### config.mk
export PLATFORM = sky130hd
export DESIGN_NAME = asp_core
export DESIGN_NICKNAME = d
export VERILOG_FILES = /design/src/common/asp_pkg.sv /design/src/core/asp_baud_gen.sv /design/src/core/asp_core.sv
export SDC_FILE = /design/constraint.sdc
export NUM_CORES = 1
export LEC_CHECK = 0
export BUFFER_PORTS_ARGS = -buffer_cell sky130_fd_sc_hd__buf_2
export CAP_MARGIN = 20
export CELL_PAD_IN_SITES_DETAIL_PLACEMENT = 1
export CELL_PAD_IN_SITES_GLOBAL_PLACEMENT = 2
export CORE_UTILIZATION = 36
export DETAILED_ROUTE_END_ITERATION = 8
export GPL_ROUTABILITY_DRIVEN = 0
export GPL_TIMING_DRIVEN = 0
export PLACE_DENSITY_LB_ADDON = 0.05
export SYNTH_ARGS = -nofsm -noshare
export SYNTH_HDL_FRONTEND = slang
export SYNTH_SLANG_ARGS = --single-unit
### constraint.sdc
create_clock -name clock_in -period 5.7 [get_ports clock_in]
set_clock_uncertainty 0.15 [all_clocks]
set_input_delay 0.285 -clock clock_in [delete_from_list [all_inputs] [get_ports clock_in]]
set_output_delay 0.285 -clock clock_in [all_outputs]
set_load 0.005 [all_outputs]
### src/common/asp_pkg.sv
// constants and types for the asynchronous serial port, modes 1 to 3
// Function
// - writing the data buffer in modes 1-3 starts a frame on the serial output
// - reception begins only on a high-to-low edge of the serial input
// - frame check select enables framing checks and maps control bit 7 to error flag
// - with checks on, an invalid low stop bit sets the framing error flag
// - framing error flag is sticky; only software clear or reset removes it
// - with checks on, receive done rises in the stop bit, not the last data bit
// - modes 1 and 3 derive receive and transmit rates independently
// - two source select bits choose timer 1 or internal generator per direction
// - internal generator rate follows reload value, prescale bypass and baud double
// - mode 2 rate is peripheral clock over 32, or over 16 with baud double
// - peripheral clock is oscillator over 2 in half-rate mode, else oscillator
// - with multiprocessor enable, ninth bit 0 is data frame, 1 is address frame
// - filtered data frames neither load the buffer nor raise receive done
// - matching address frame sets receive ninth bit and receive done
// - address compare uses bit positions where the mask holds one, or broadcast: ones at every own-or-mask bit
// - modes 2 and 3 frames are 11 bits, data sent lsb first
// - mode 1 frames are 10 bits; received stop bit goes to receive ninth bit
// - receive and transmit done flags ORed into one request, cleared by software
package asp_pkg;
  // register offsets on the plain register port
  localparam logic [2:0] ASP_OFS_CTRL   = 3'h0;
  localparam logic [2:0] ASP_OFS_DATA   = 3'h1;
  localparam logic [2:0] ASP_OFS_POWER  = 3'h2;
  localparam logic [2:0] ASP_OFS_BAUD   = 3'h3;
  localparam logic [2:0] ASP_OFS_RELOAD = 3'h4;
  localparam logic [2:0] ASP_OFS_OWNADR = 3'h5;
  localparam logic [2:0] ASP_OFS_ADRMSK = 3'h6;
  localparam logic [2:0] ASP_OFS_CLKMOD = 3'h7;
  // serial_control_reg fields
  localparam int ASP_CTRL_ERR_M0   = 7;
  localparam int ASP_CTRL_M1       = 6;
  localparam int ASP_CTRL_MPROC    = 5;
  localparam int ASP_CTRL_RXEN     = 4;
  localparam int ASP_CTRL_TX9      = 3;
  localparam int ASP_CTRL_RX9      = 2;
  localparam int ASP_CTRL_TXDONE   = 1;
  localparam int ASP_CTRL_RXDONE   = 0;
  // power_control_reg fields
  localparam int ASP_PWR_DOUBLE    = 7;
  localparam int ASP_PWR_FCHECK    = 6;
  // baud_gen_control_reg fields
  localparam int ASP_BG_ENABLE     = 4;
  localparam int ASP_BG_TXSRC      = 3;
  localparam int ASP_BG_RXSRC      = 2;
  localparam int ASP_BG_BYPASS     = 1;
  // clock mode register field
  localparam int ASP_CLK_FULLRATE  = 0;
  // reset values
  localparam logic [7:0] ASP_RST_BYTE = 8'h00;
  // timing counts in sample ticks and peripheral ticks
  localparam logic [3:0] ASP_OVS_LAST   = 4'hF;  // 16 samples per bit
  localparam logic [3:0] ASP_OVS_MID    = 4'h7;  // mid-bit of the start bit
  localparam logic [2:0] ASP_PRESC_LAST = 3'h5;  // divide by 6 prescaler
  localparam logic [3:0] ASP_RX_NINTH   = 4'h8;  // bit index of ninth bit / mode 1 stop
  localparam logic [3:0] ASP_RX_STOP9   = 4'h9;  // stop bit index in 9-bit modes
  localparam logic [3:0] ASP_TX_LAST10  = 4'h9;  // stop bit index, 10-bit frame
  localparam logic [3:0] ASP_TX_LAST11  = 4'hA;  // stop bit index, 11-bit frame
  typedef enum logic [1:0] {ASP_RX_IDLE, ASP_RX_START, ASP_RX_BITS} asp_rx_state_type;
  typedef enum logic {ASP_TX_IDLE, ASP_TX_SHIFT} asp_tx_state_type;
endpackage

### src/core/asp_baud_gen.sv
// bit-rate tick generation for both directions of the serial port
`timescale 1ns/1ps
module asp_baud_gen (
  input  wire logic       clock_in,
  input  wire logic       nrst_in,
  input  wire logic       per_tick_in,
  input  wire logic       timer1_ovf_in,
  input  wire logic       gen_enable_in,
  input  wire logic       prescale_bypass_in,
  input  wire logic [7:0] reload_in,
  input  wire logic       baud_double_in,
  input  wire logic       fixed_rate_in,
  input  wire logic       rx_src_sel_in,
  input  wire logic       tx_src_sel_in,
  output logic            rx_sample_tick_out,
  output logic            tx_sample_tick_out
);
  import asp_pkg::*;
  logic [2:0] presc_ff;
  logic [7:0] reload_cnt_ff;
  logic       gen_ovf_ff;
  logic       rx_half_ff;
  logic       tx_half_ff;
  logic       gen_tick;
  logic       rx_src;
  logic       tx_src;

  // divide by 6 unless bypassed
  assign gen_tick = per_tick_in & (prescale_bypass_in | (presc_ff == ASP_PRESC_LAST));
  always_ff @(posedge clock_in)
  begin
    if (!nrst_in)
      presc_ff <= '0;
    else if (per_tick_in)
      presc_ff <= (presc_ff == ASP_PRESC_LAST) ? 3'h0 : presc_ff + 3'h1;
  end

  // 8-bit auto-reload counter; overflow period is 256 minus reload
  always_ff @(posedge clock_in)
  begin
    if (!nrst_in)
    begin
      reload_cnt_ff <= ASP_RST_BYTE;
      gen_ovf_ff    <= 1'b0;
    end
    else
    begin
      gen_ovf_ff <= gen_enable_in & gen_tick & (reload_cnt_ff == 8'hFF);
      if (!gen_enable_in)
        reload_cnt_ff <= reload_in;
      else if (gen_tick)
        reload_cnt_ff <= (reload_cnt_ff == 8'hFF) ? reload_in : reload_cnt_ff + 8'h01;
    end
  end

  // each direction picks its own source; mode 2 runs straight off the peripheral clock
  assign rx_src = fixed_rate_in ? per_tick_in : (rx_src_sel_in ? gen_ovf_ff : timer1_ovf_in);
  assign tx_src = fixed_rate_in ? per_tick_in : (tx_src_sel_in ? gen_ovf_ff : timer1_ovf_in);

  // halving stage skipped by baud double, giving the 16x sample tick
  always_ff @(posedge clock_in)
  begin
    if (!nrst_in)
    begin
      rx_half_ff <= 1'b0;
      tx_half_ff <= 1'b0;
    end
    else
    begin
      if (rx_src)
        rx_half_ff <= ~rx_half_ff;
      if (tx_src)
        tx_half_ff <= ~tx_half_ff;
    end
  end
  assign rx_sample_tick_out = rx_src & (baud_double_in | rx_half_ff);
  assign tx_sample_tick_out = tx_src & (baud_double_in | tx_half_ff);
endmodule // asp_baud_gen

### src/core/asp_core.sv
// asynchronous serial port core: registers, transmitter, receiver, address filter
`timescale 1ns/1ps
module asp_core (
  input  wire logic       clock_in,
  input  wire logic       nrst_in,
  input  wire logic [2:0] addr_in,
  input  wire logic [7:0] wr_data_in,
  input  wire logic       wr_strobe_in,
  input  wire logic       rd_strobe_in,
  output logic      [7:0] rd_data_out,
  input  wire logic       timer1_ovf_in,
  input  wire logic       serial_rx_in,
  output logic            serial_tx_out,
  output logic            serial_irq_out
);
  import asp_pkg::*;

  // address match on masked bits, or the broadcast form
  function automatic logic addr_hit(input logic [7:0] rx, input logic [7:0] own, input logic [7:0] mask);
    logic [7:0] bcast;
    bcast = own | mask;
    addr_hit = ((rx & mask) == (own & mask)) || ((rx & bcast) == bcast);
  endfunction

  // software registers
  logic       mode0_ff;
  logic       mode1_ff;
  logic       mproc_ff;
  logic       rx_enable_ff;
  logic       tx_ninth_ff;
  logic       rx_ninth_ff;
  logic       tx_done_ff;
  logic       rx_done_ff;
  logic       frame_err_ff;
  logic       baud_double_ff;
  logic       frame_check_ff;
  logic [4:0] baud_ctrl_ff;
  logic [7:0] reload_ff;
  logic [7:0] own_addr_ff;
  logic [7:0] addr_mask_ff;
  logic       full_rate_ff;
  logic [7:0] rx_buf_ff;
  logic [7:0] rd_data_ff;
  // peripheral clock and ticks
  logic       half_phase_ff;
  logic       per_tick;
  logic       rx_tick;
  logic       tx_tick;
  // transmitter
  asp_tx_state_type tx_state_ff;
  logic [10:0] tx_shift_ff;
  logic [3:0]  tx_bit_ff;
  logic [3:0]  tx_ovs_ff;
  logic        tx_line_ff;
  logic        tx_stop_begin;
  // receiver
  asp_rx_state_type rx_state_ff;
  logic       rx_sync1_ff;
  logic       rx_sync2_ff;
  logic       rx_prev_ff;
  logic [3:0] rx_ovs_ff;
  logic [3:0] rx_bit_ff;
  logic [7:0] rx_shift_ff;
  logic       rx_bit8_ff;
  // frame completion terms
  logic       async_mode;
  logic       nine_bit;
  logic       wr_ctrl;
  logic       wr_data;
  logic       rx_sample;
  logic       rx_at_stop;
  logic       rx_finish;
  logic       rx_ninth_val;
  logic       rx_accept;
  logic       frame_err_set;

  assign async_mode = mode0_ff | mode1_ff;
  assign nine_bit   = mode0_ff;
  assign wr_ctrl    = wr_strobe_in & (addr_in == ASP_OFS_CTRL);
  assign wr_data    = wr_strobe_in & (addr_in == ASP_OFS_DATA);

  // peripheral tick: every clock in full-rate mode, every other clock in half-rate mode
  always_ff @(posedge clock_in)
  begin
    if (!nrst_in)
      half_phase_ff <= 1'b0;
    else
      half_phase_ff <= ~half_phase_ff;
  end
  assign per_tick = full_rate_ff | half_phase_ff;

  asp_baud_gen u_baud (
    .clock_in           (clock_in),
    .nrst_in            (nrst_in),
    .per_tick_in        (per_tick),
    .timer1_ovf_in      (timer1_ovf_in),
    .gen_enable_in      (baud_ctrl_ff[ASP_BG_ENABLE]),
    .prescale_bypass_in (baud_ctrl_ff[ASP_BG_BYPASS]),
    .reload_in          (reload_ff),
    .baud_double_in     (baud_double_ff),
    .fixed_rate_in      (mode0_ff & ~mode1_ff),
    .rx_src_sel_in      (baud_ctrl_ff[ASP_BG_RXSRC]),
    .tx_src_sel_in      (baud_ctrl_ff[ASP_BG_TXSRC]),
    .rx_sample_tick_out (rx_tick),
    .tx_sample_tick_out (tx_tick)
  );

  // plain configuration registers
  always_ff @(posedge clock_in)
  begin
    if (!nrst_in)
    begin
      mode1_ff       <= 1'b0;
      mproc_ff       <= 1'b0;
      rx_enable_ff   <= 1'b0;
      tx_ninth_ff    <= 1'b0;
      baud_double_ff <= 1'b0;
      frame_check_ff <= 1'b0;
      baud_ctrl_ff   <= 5'h00;
      reload_ff      <= ASP_RST_BYTE;
      own_addr_ff    <= ASP_RST_BYTE;
      addr_mask_ff   <= ASP_RST_BYTE;
      full_rate_ff   <= 1'b0;
    end
    else if (wr_strobe_in)
    begin
      if (addr_in == ASP_OFS_CTRL)
      begin
        mode1_ff     <= wr_data_in[ASP_CTRL_M1];
        mproc_ff     <= wr_data_in[ASP_CTRL_MPROC];
        rx_enable_ff <= wr_data_in[ASP_CTRL_RXEN];
        tx_ninth_ff  <= wr_data_in[ASP_CTRL_TX9];
      end
      else if (addr_in == ASP_OFS_POWER)
      begin
        baud_double_ff <= wr_data_in[ASP_PWR_DOUBLE];
        frame_check_ff <= wr_data_in[ASP_PWR_FCHECK];
      end
      else if (addr_in == ASP_OFS_BAUD)
        baud_ctrl_ff <= wr_data_in[4:0];
      else if (addr_in == ASP_OFS_RELOAD)
        reload_ff <= wr_data_in;
      else if (addr_in == ASP_OFS_OWNADR)
        own_addr_ff <= wr_data_in;
      else if (addr_in == ASP_OFS_ADRMSK)
        addr_mask_ff <= wr_data_in;
      else if (addr_in == ASP_OFS_CLKMOD)
        full_rate_ff <= wr_data_in[ASP_CLK_FULLRATE];
    end
  end

  // bit 7 of the control register: mode bit 0, or the error flag while checks are on
  always_ff @(posedge clock_in)
  begin
    if (!nrst_in)
      mode0_ff <= 1'b0;
    else if (wr_ctrl && !frame_check_ff)
      mode0_ff <= wr_data_in[ASP_CTRL_ERR_M0];
  end

  // sticky framing error; a new error in the clearing cycle wins
  always_ff @(posedge clock_in)
  begin
    if (!nrst_in)
      frame_err_ff <= 1'b0;
    else if (frame_err_set)
      frame_err_ff <= 1'b1;
    else if (wr_ctrl && frame_check_ff && !wr_data_in[ASP_CTRL_ERR_M0])
      frame_err_ff <= 1'b0;
  end

  // done flags: software writes them, hardware set wins over a clear
  always_ff @(posedge clock_in)
  begin
    if (!nrst_in)
    begin
      tx_done_ff <= 1'b0;
      rx_done_ff <= 1'b0;
    end
    else
    begin
      tx_done_ff <= (wr_ctrl ? wr_data_in[ASP_CTRL_TXDONE] : tx_done_ff) | tx_stop_begin;
      rx_done_ff <= (wr_ctrl ? wr_data_in[ASP_CTRL_RXDONE] : rx_done_ff) | rx_accept;
    end
  end
  assign serial_irq_out = tx_done_ff | rx_done_ff;

  // read port: data valid only in the cycle after the strobe
  always_ff @(posedge clock_in)
  begin
    if (!nrst_in)
      rd_data_ff <= ASP_RST_BYTE;
    else if (!rd_strobe_in)
      rd_data_ff <= ASP_RST_BYTE;
    else if (addr_in == ASP_OFS_CTRL)
      rd_data_ff <= {frame_check_ff ? frame_err_ff : mode0_ff, mode1_ff, mproc_ff, rx_enable_ff,
                     tx_ninth_ff, rx_ninth_ff, tx_done_ff, rx_done_ff};
    else if (addr_in == ASP_OFS_DATA)
      rd_data_ff <= rx_buf_ff;
    else if (addr_in == ASP_OFS_POWER)
      rd_data_ff <= {baud_double_ff, frame_check_ff, 6'h00};
    else if (addr_in == ASP_OFS_BAUD)
      rd_data_ff <= {3'h0, baud_ctrl_ff};
    else if (addr_in == ASP_OFS_RELOAD)
      rd_data_ff <= reload_ff;
    else if (addr_in == ASP_OFS_OWNADR)
      rd_data_ff <= own_addr_ff;
    else if (addr_in == ASP_OFS_ADRMSK)
      rd_data_ff <= addr_mask_ff;
    else
      rd_data_ff <= {7'h00, full_rate_ff};
  end
  assign rd_data_out = rd_data_ff;

  // transmitter: a buffer write while busy is dropped, also during the stop bit after tx done rises
  assign tx_stop_begin = (tx_state_ff == ASP_TX_SHIFT) && tx_tick && (tx_ovs_ff == ASP_OVS_LAST)
                         && (tx_bit_ff == (nine_bit ? ASP_TX_LAST11 : ASP_TX_LAST10) - 4'h1);
  always_ff @(posedge clock_in)
  begin
    if (!nrst_in)
    begin
      tx_state_ff <= ASP_TX_IDLE;
      tx_shift_ff <= 11'h7FF;
      tx_bit_ff   <= 4'h0;
      tx_ovs_ff   <= 4'h0;
      tx_line_ff  <= 1'b1;
    end
    else
    begin
      case (tx_state_ff)
        ASP_TX_IDLE:
        begin
          tx_line_ff <= 1'b1;
          if (wr_data && async_mode)
          begin
            // stop, ninth (or stop again in mode 1), data lsb first, start
            tx_shift_ff <= {1'b1, nine_bit ? tx_ninth_ff : 1'b1, wr_data_in, 1'b0};
            tx_bit_ff   <= 4'h0;
            tx_ovs_ff   <= 4'h0;
            tx_state_ff <= ASP_TX_SHIFT;
          end
        end
        ASP_TX_SHIFT:
        begin
          tx_line_ff <= tx_shift_ff[0];
          if (tx_tick)
          begin
            tx_ovs_ff <= tx_ovs_ff + 4'h1;
            if (tx_ovs_ff == ASP_OVS_LAST)
            begin
              if (tx_bit_ff == (nine_bit ? ASP_TX_LAST11 : ASP_TX_LAST10))
                tx_state_ff <= ASP_TX_IDLE;
              tx_bit_ff   <= tx_bit_ff + 4'h1;
              tx_shift_ff <= {1'b1, tx_shift_ff[10:1]};
            end
          end
        end
        default:
          tx_state_ff <= ASP_TX_IDLE;
      endcase
    end
  end
  assign serial_tx_out = tx_line_ff;

  // input synchroniser, then one more stage for the edge detector
  always_ff @(posedge clock_in)
  begin
    if (!nrst_in)
    begin
      rx_sync1_ff <= 1'b1;
      rx_sync2_ff <= 1'b1;
      rx_prev_ff  <= 1'b1;
    end
    else
    begin
      rx_sync1_ff <= serial_rx_in;
      rx_sync2_ff <= rx_sync1_ff;
      rx_prev_ff  <= rx_sync2_ff;
    end
  end

  // completion: stop bit when checks are on or in mode 1, else the ninth bit
  assign rx_sample    = (rx_state_ff == ASP_RX_BITS) && rx_tick && (rx_ovs_ff == ASP_OVS_LAST);
  assign rx_at_stop   = rx_bit_ff == (nine_bit ? ASP_RX_STOP9 : ASP_RX_NINTH);
  assign rx_finish    = rx_sample && (rx_at_stop || (nine_bit && !frame_check_ff && rx_bit_ff == ASP_RX_NINTH));
  assign rx_ninth_val = (rx_bit_ff == ASP_RX_NINTH) ? rx_sync2_ff : rx_bit8_ff;
  assign frame_err_set = rx_sample && rx_at_stop && frame_check_ff && !rx_sync2_ff;
  // filter: data frames dropped, address frames kept only on a match
  assign rx_accept = rx_finish && !rx_done_ff &&
                     (!mproc_ff || (rx_ninth_val && addr_hit(rx_shift_ff, own_addr_ff, addr_mask_ff)));

  // receive state machine on the 16x sample tick
  always_ff @(posedge clock_in)
  begin
    if (!nrst_in)
    begin
      rx_state_ff <= ASP_RX_IDLE;
      rx_ovs_ff   <= 4'h0;
      rx_bit_ff   <= 4'h0;
      rx_shift_ff <= ASP_RST_BYTE;
      rx_bit8_ff  <= 1'b0;
    end
    else
    begin
      case (rx_state_ff)
        ASP_RX_IDLE:
        begin
          rx_ovs_ff <= 4'h0;
          if (rx_enable_ff && async_mode && rx_prev_ff && !rx_sync2_ff)
            rx_state_ff <= ASP_RX_START;
        end
        ASP_RX_START:
        begin
          if (rx_tick)
          begin
            rx_ovs_ff <= rx_ovs_ff + 4'h1;
            if (rx_ovs_ff == ASP_OVS_MID)
            begin
              // a glitch that is gone by mid-bit is no start bit
              rx_state_ff <= rx_sync2_ff ? ASP_RX_IDLE : ASP_RX_BITS;
              rx_ovs_ff   <= 4'h0;
              rx_bit_ff   <= 4'h0;
            end
          end
        end
        ASP_RX_BITS:
        begin
          if (rx_tick)
            rx_ovs_ff <= rx_ovs_ff + 4'h1;
          if (rx_sample)
          begin
            rx_bit_ff <= rx_bit_ff + 4'h1;
            if (rx_bit_ff < ASP_RX_NINTH)
              rx_shift_ff <= {rx_sync2_ff, rx_shift_ff[7:1]};
            else if (rx_bit_ff == ASP_RX_NINTH)
              rx_bit8_ff <= rx_sync2_ff;
            if (rx_finish)
              rx_state_ff <= ASP_RX_IDLE;
          end
        end
        default:
          rx_state_ff <= ASP_RX_IDLE;
      endcase
    end
  end

  // received byte and ninth bit land only on an accepted frame
  always_ff @(posedge clock_in)
  begin
    if (!nrst_in)
    begin
      rx_buf_ff   <= ASP_RST_BYTE;
      rx_ninth_ff <= 1'b0;
    end
    else if (rx_accept)
    begin
      rx_buf_ff   <= rx_shift_ff;
      rx_ninth_ff <= rx_ninth_val;
    end
  end
endmodule // asp_core

==> run summary <==
H-tree lvl count: 4
Mapped Cells: 662
Syn nets: 689
Final min period: 2.59 ns
Post-CTS Setup Bufs: 0
Ys async rst share: 0
Hold EP: rd_data_out[5]
Die ar.: 16200 µm²
R2R setup slack: 3.11 ns
Wire length per cell: 19.9 µm
Setup TNS: 0 ns
Sw Share: 0.231
Reg clk slew, reported paths: 0.05 ns
Register-to-Register Path Depth: 6
Share of cells above drive strength 1: 0.0992
Worst Setup Start Kind: flip-flop
CP cell instances: ha_1 > o211ai_1 > a211oi_1 > nand3_1 > o21ai_0 > nor2_1
Row cnt: 45
Seq cells post-synth: 114
Slew headroom: 0.243
Clock Path Buffers: 2
P_leak: 2.44 nW
Die Wd: 127 µm
CTS Sinks: 114
Register area share after synthesis: 0.403
Inserted Clock Buffers: 17
WP data arrival: 2.74 ns
Hold crit path type: input pin to flip-flop
Vias per cell: 5.41
Yosys warning total: 0
Final WL: 18400 µm
Via count: 5011
Non-filler instance count after layout: 927
Placed cell area: 6060 µm²
Internal Power: 0.00154 W
Number of enable flip-flop cells after synthesis: 0
Reg2Reg Capture Point: rx_bit_ff[2]
Yosys cell types: 63
WS Path Type: flip-flop to flip-flop
Area growth syn-to-layout: 17.2%
Post-synth top flop: dfxtp_1
Initial antenna violation count: 0
N_diodes: 0
Tot GR Track Use: 0.244
WHS: 0.0317 ns
Initial cell density of the core: 0.371
WP buf/inv: 0
PwrDens: 301 nW/µm²
Drt drc: 0
CP max stage cell: a211oi_1
Die Ht: 127 µm
Iter 0 DRT Violations: 236
Drt pass-1 iters: 4
Hold Path Depth: 3
Switching Power: 0.000462 W
Root Driver: clkbuf_16
Sequential Power Share: 0.412
Final period util: 0.454
Core Area: 15300 µm²
Hold Crit Start: rd_strobe_in
Pin count of the biggest net entering global routing: 17
Max-cap violations: 0
Clock power share: 0.529
Slew Limit Fails: 0
CTS tree: done
Final instance area: 6640 µm²
Total grt overflow: 0
Number of port buffers: 25
Vias in the first global route: 5087
Worst Path Max Fanout: 8
RSZ-0062 raised after global routing: no
Final setup violation count: 0
CP max stage delay: 0.95 ns
Largest delay share family, worst path: compound AO/OA/AOI/OAI gates
Peak supply drop: 221 µV
Worst-Skew Late Latency: 0.42 ns
HPWL after DPL: 13700 µm
CP Capture Type: flip-flop
Commonest cells after routing, fill and taps aside: 114 x dfxtp_1, 101 x nand2_1, 47 x nor2_1, 46 x mux2i_1, 34 x a21boi_0
Top Ports: 27
Global-route wire length before repair: 29000 µm
Leading cell type in the layout, fill and taps excluded: dfxtp_1
Combinational share of power: 0.059
Syn_area_per_cell: 8.56 µm²
Placed cell count: 898
Nets: 734
Worst r2r src: rx_ovs_ff[0]
Req. time, crit path: 5.86 ns
Final Hold Vio Count: 0
Antenna violation net count after detailed routing: 0
F_max: 0.387 GHz
Cell Area, Synth: 5670 µm²
Status: completed
Slew of the pin with the lowest slew margin: 1.13 ns
[cells by family after synthesis]
family	count (synthesis)	share of synthesized area
adder cells (fa/ha/maj)	10	0.0221
AO/OA/AOI/OAI	147	0.180
multiplexers	51	0.0932
buffers and inverters	47	0.0333
XOR/XNOR	21	0.0325
flip-flops	114	0.403
AND/OR/NAND/NOR	272	0.236
[stage by stage]
stage | worst slack, ns | utilization | total power, W
3_5_place_dp | 3.10 | 0.397 | 0.000960
2_1_floorplan | 3.62 | - | 0.000907
5_1_grt | 2.98 | 0.435 | 0.00207
3_3_place_gp | 3.09 | 0.397 | 0.000957
6_report | 3.11 | 0.435 | 0.00200
4_1_cts | 3.14 | 0.435 | 0.00203
[flip-flops by register name, summed over array words and instances (netlist names), 2 cells and up]
signal,flops
baud_ctrl_ff,5
rx_ovs_ff,4
rx_state_ff,2
rx_bit_ff,4
tx_bit_ff,4
own_addr_ff,8
u_baud.reload_cnt_ff,8
tx_shift_ff,10
tx_ovs_ff,4
rd_data_out,8
rx_buf_ff,8
rx_shift_ff,8
addr_mask_ff,8
reload_ff,8
u_baud.presc_ff,3
[worst reg2reg max path, stage by stage (launching register included)]
cell and delay [ns]:
dfxtp_1 0.37, ha_1 0.24, o211ai_1 0.16, a211oi_1 0.95, nand3_1 0.22, o21ai_0 0.30, nor2_1 0.08
[synthesized netlist by cell type, types with 12 or more instances]
cell	number	area (µm²)
dfxtp_1	114	2280
nand2_1	101	379
nor2_1	47	176
mux2i_1	46	460
a21boi_0	34	255
nand3_1	32	160
a21oi_1	26	130
clkbuf_1	26	97.6
o21ai_0	25	125
nor2b_1	23	144
xor2_1	14	123
inv_1	12	45.0
[power groups by stage]
stage	combinational [W]	sequential (W)	clock [W]
finish	0.000118	0.000825	0.00106
global placement	0.000116	0.000841	0
detailed placement	0.000118	0.000842	0
CTS	0.000119	0.000825	0.00108
global route	0.000130	0.000826	0.00112
floorplan	0.0000705	0.000836	0
[timing repair]
item	in CTS	in global routing
hold endpoints to repair	1	0
resized for setup	0	0
hold buffers	1	0
[worst max-delay path by stage]
stage / cells past startpoint / slack (ns) / to / from
6_report: 6 / 3.11 / rx_bit_ff[2] / rx_ovs_ff[0]
5_1_grt: 6 / 2.98 / rx_bit_ff[2] / rx_ovs_ff[0]
4_1_cts: 6 / 3.14 / rx_bit_ff[2] / rx_ovs_ff[0]
3_5_place_dp: 6 / 3.10 / frame_err_ff / addr_in[2]
3_3_place_gp: 6 / 3.09 / frame_err_ff / addr_in[2]
2_1_floorplan: 9 / 3.62 / rx_buf_ff[0] / rx_bit_ff[0]
[cell type report]
cell class	count	area, µm²
flip-flops and latches	114	2280
repair buffers	26	135
plain buffers	34	140
multi-input cells	501	3200
clock buffers	23	498
clock inverters	5	77.6
inverters	13	48.8
fillers	1814	8620
well taps	211	264
[layer usage]
metal,GRT usage,part of all wire,vias up
met4,0.0945,0.017,0
met5,0,0,-
li1,-,-,2439
met2,0.384,0.46,57
met3,0.0532,0.023,24
met1,0.325,0.50,2491
Note: power is estimated with default switching activity, not from simulation.
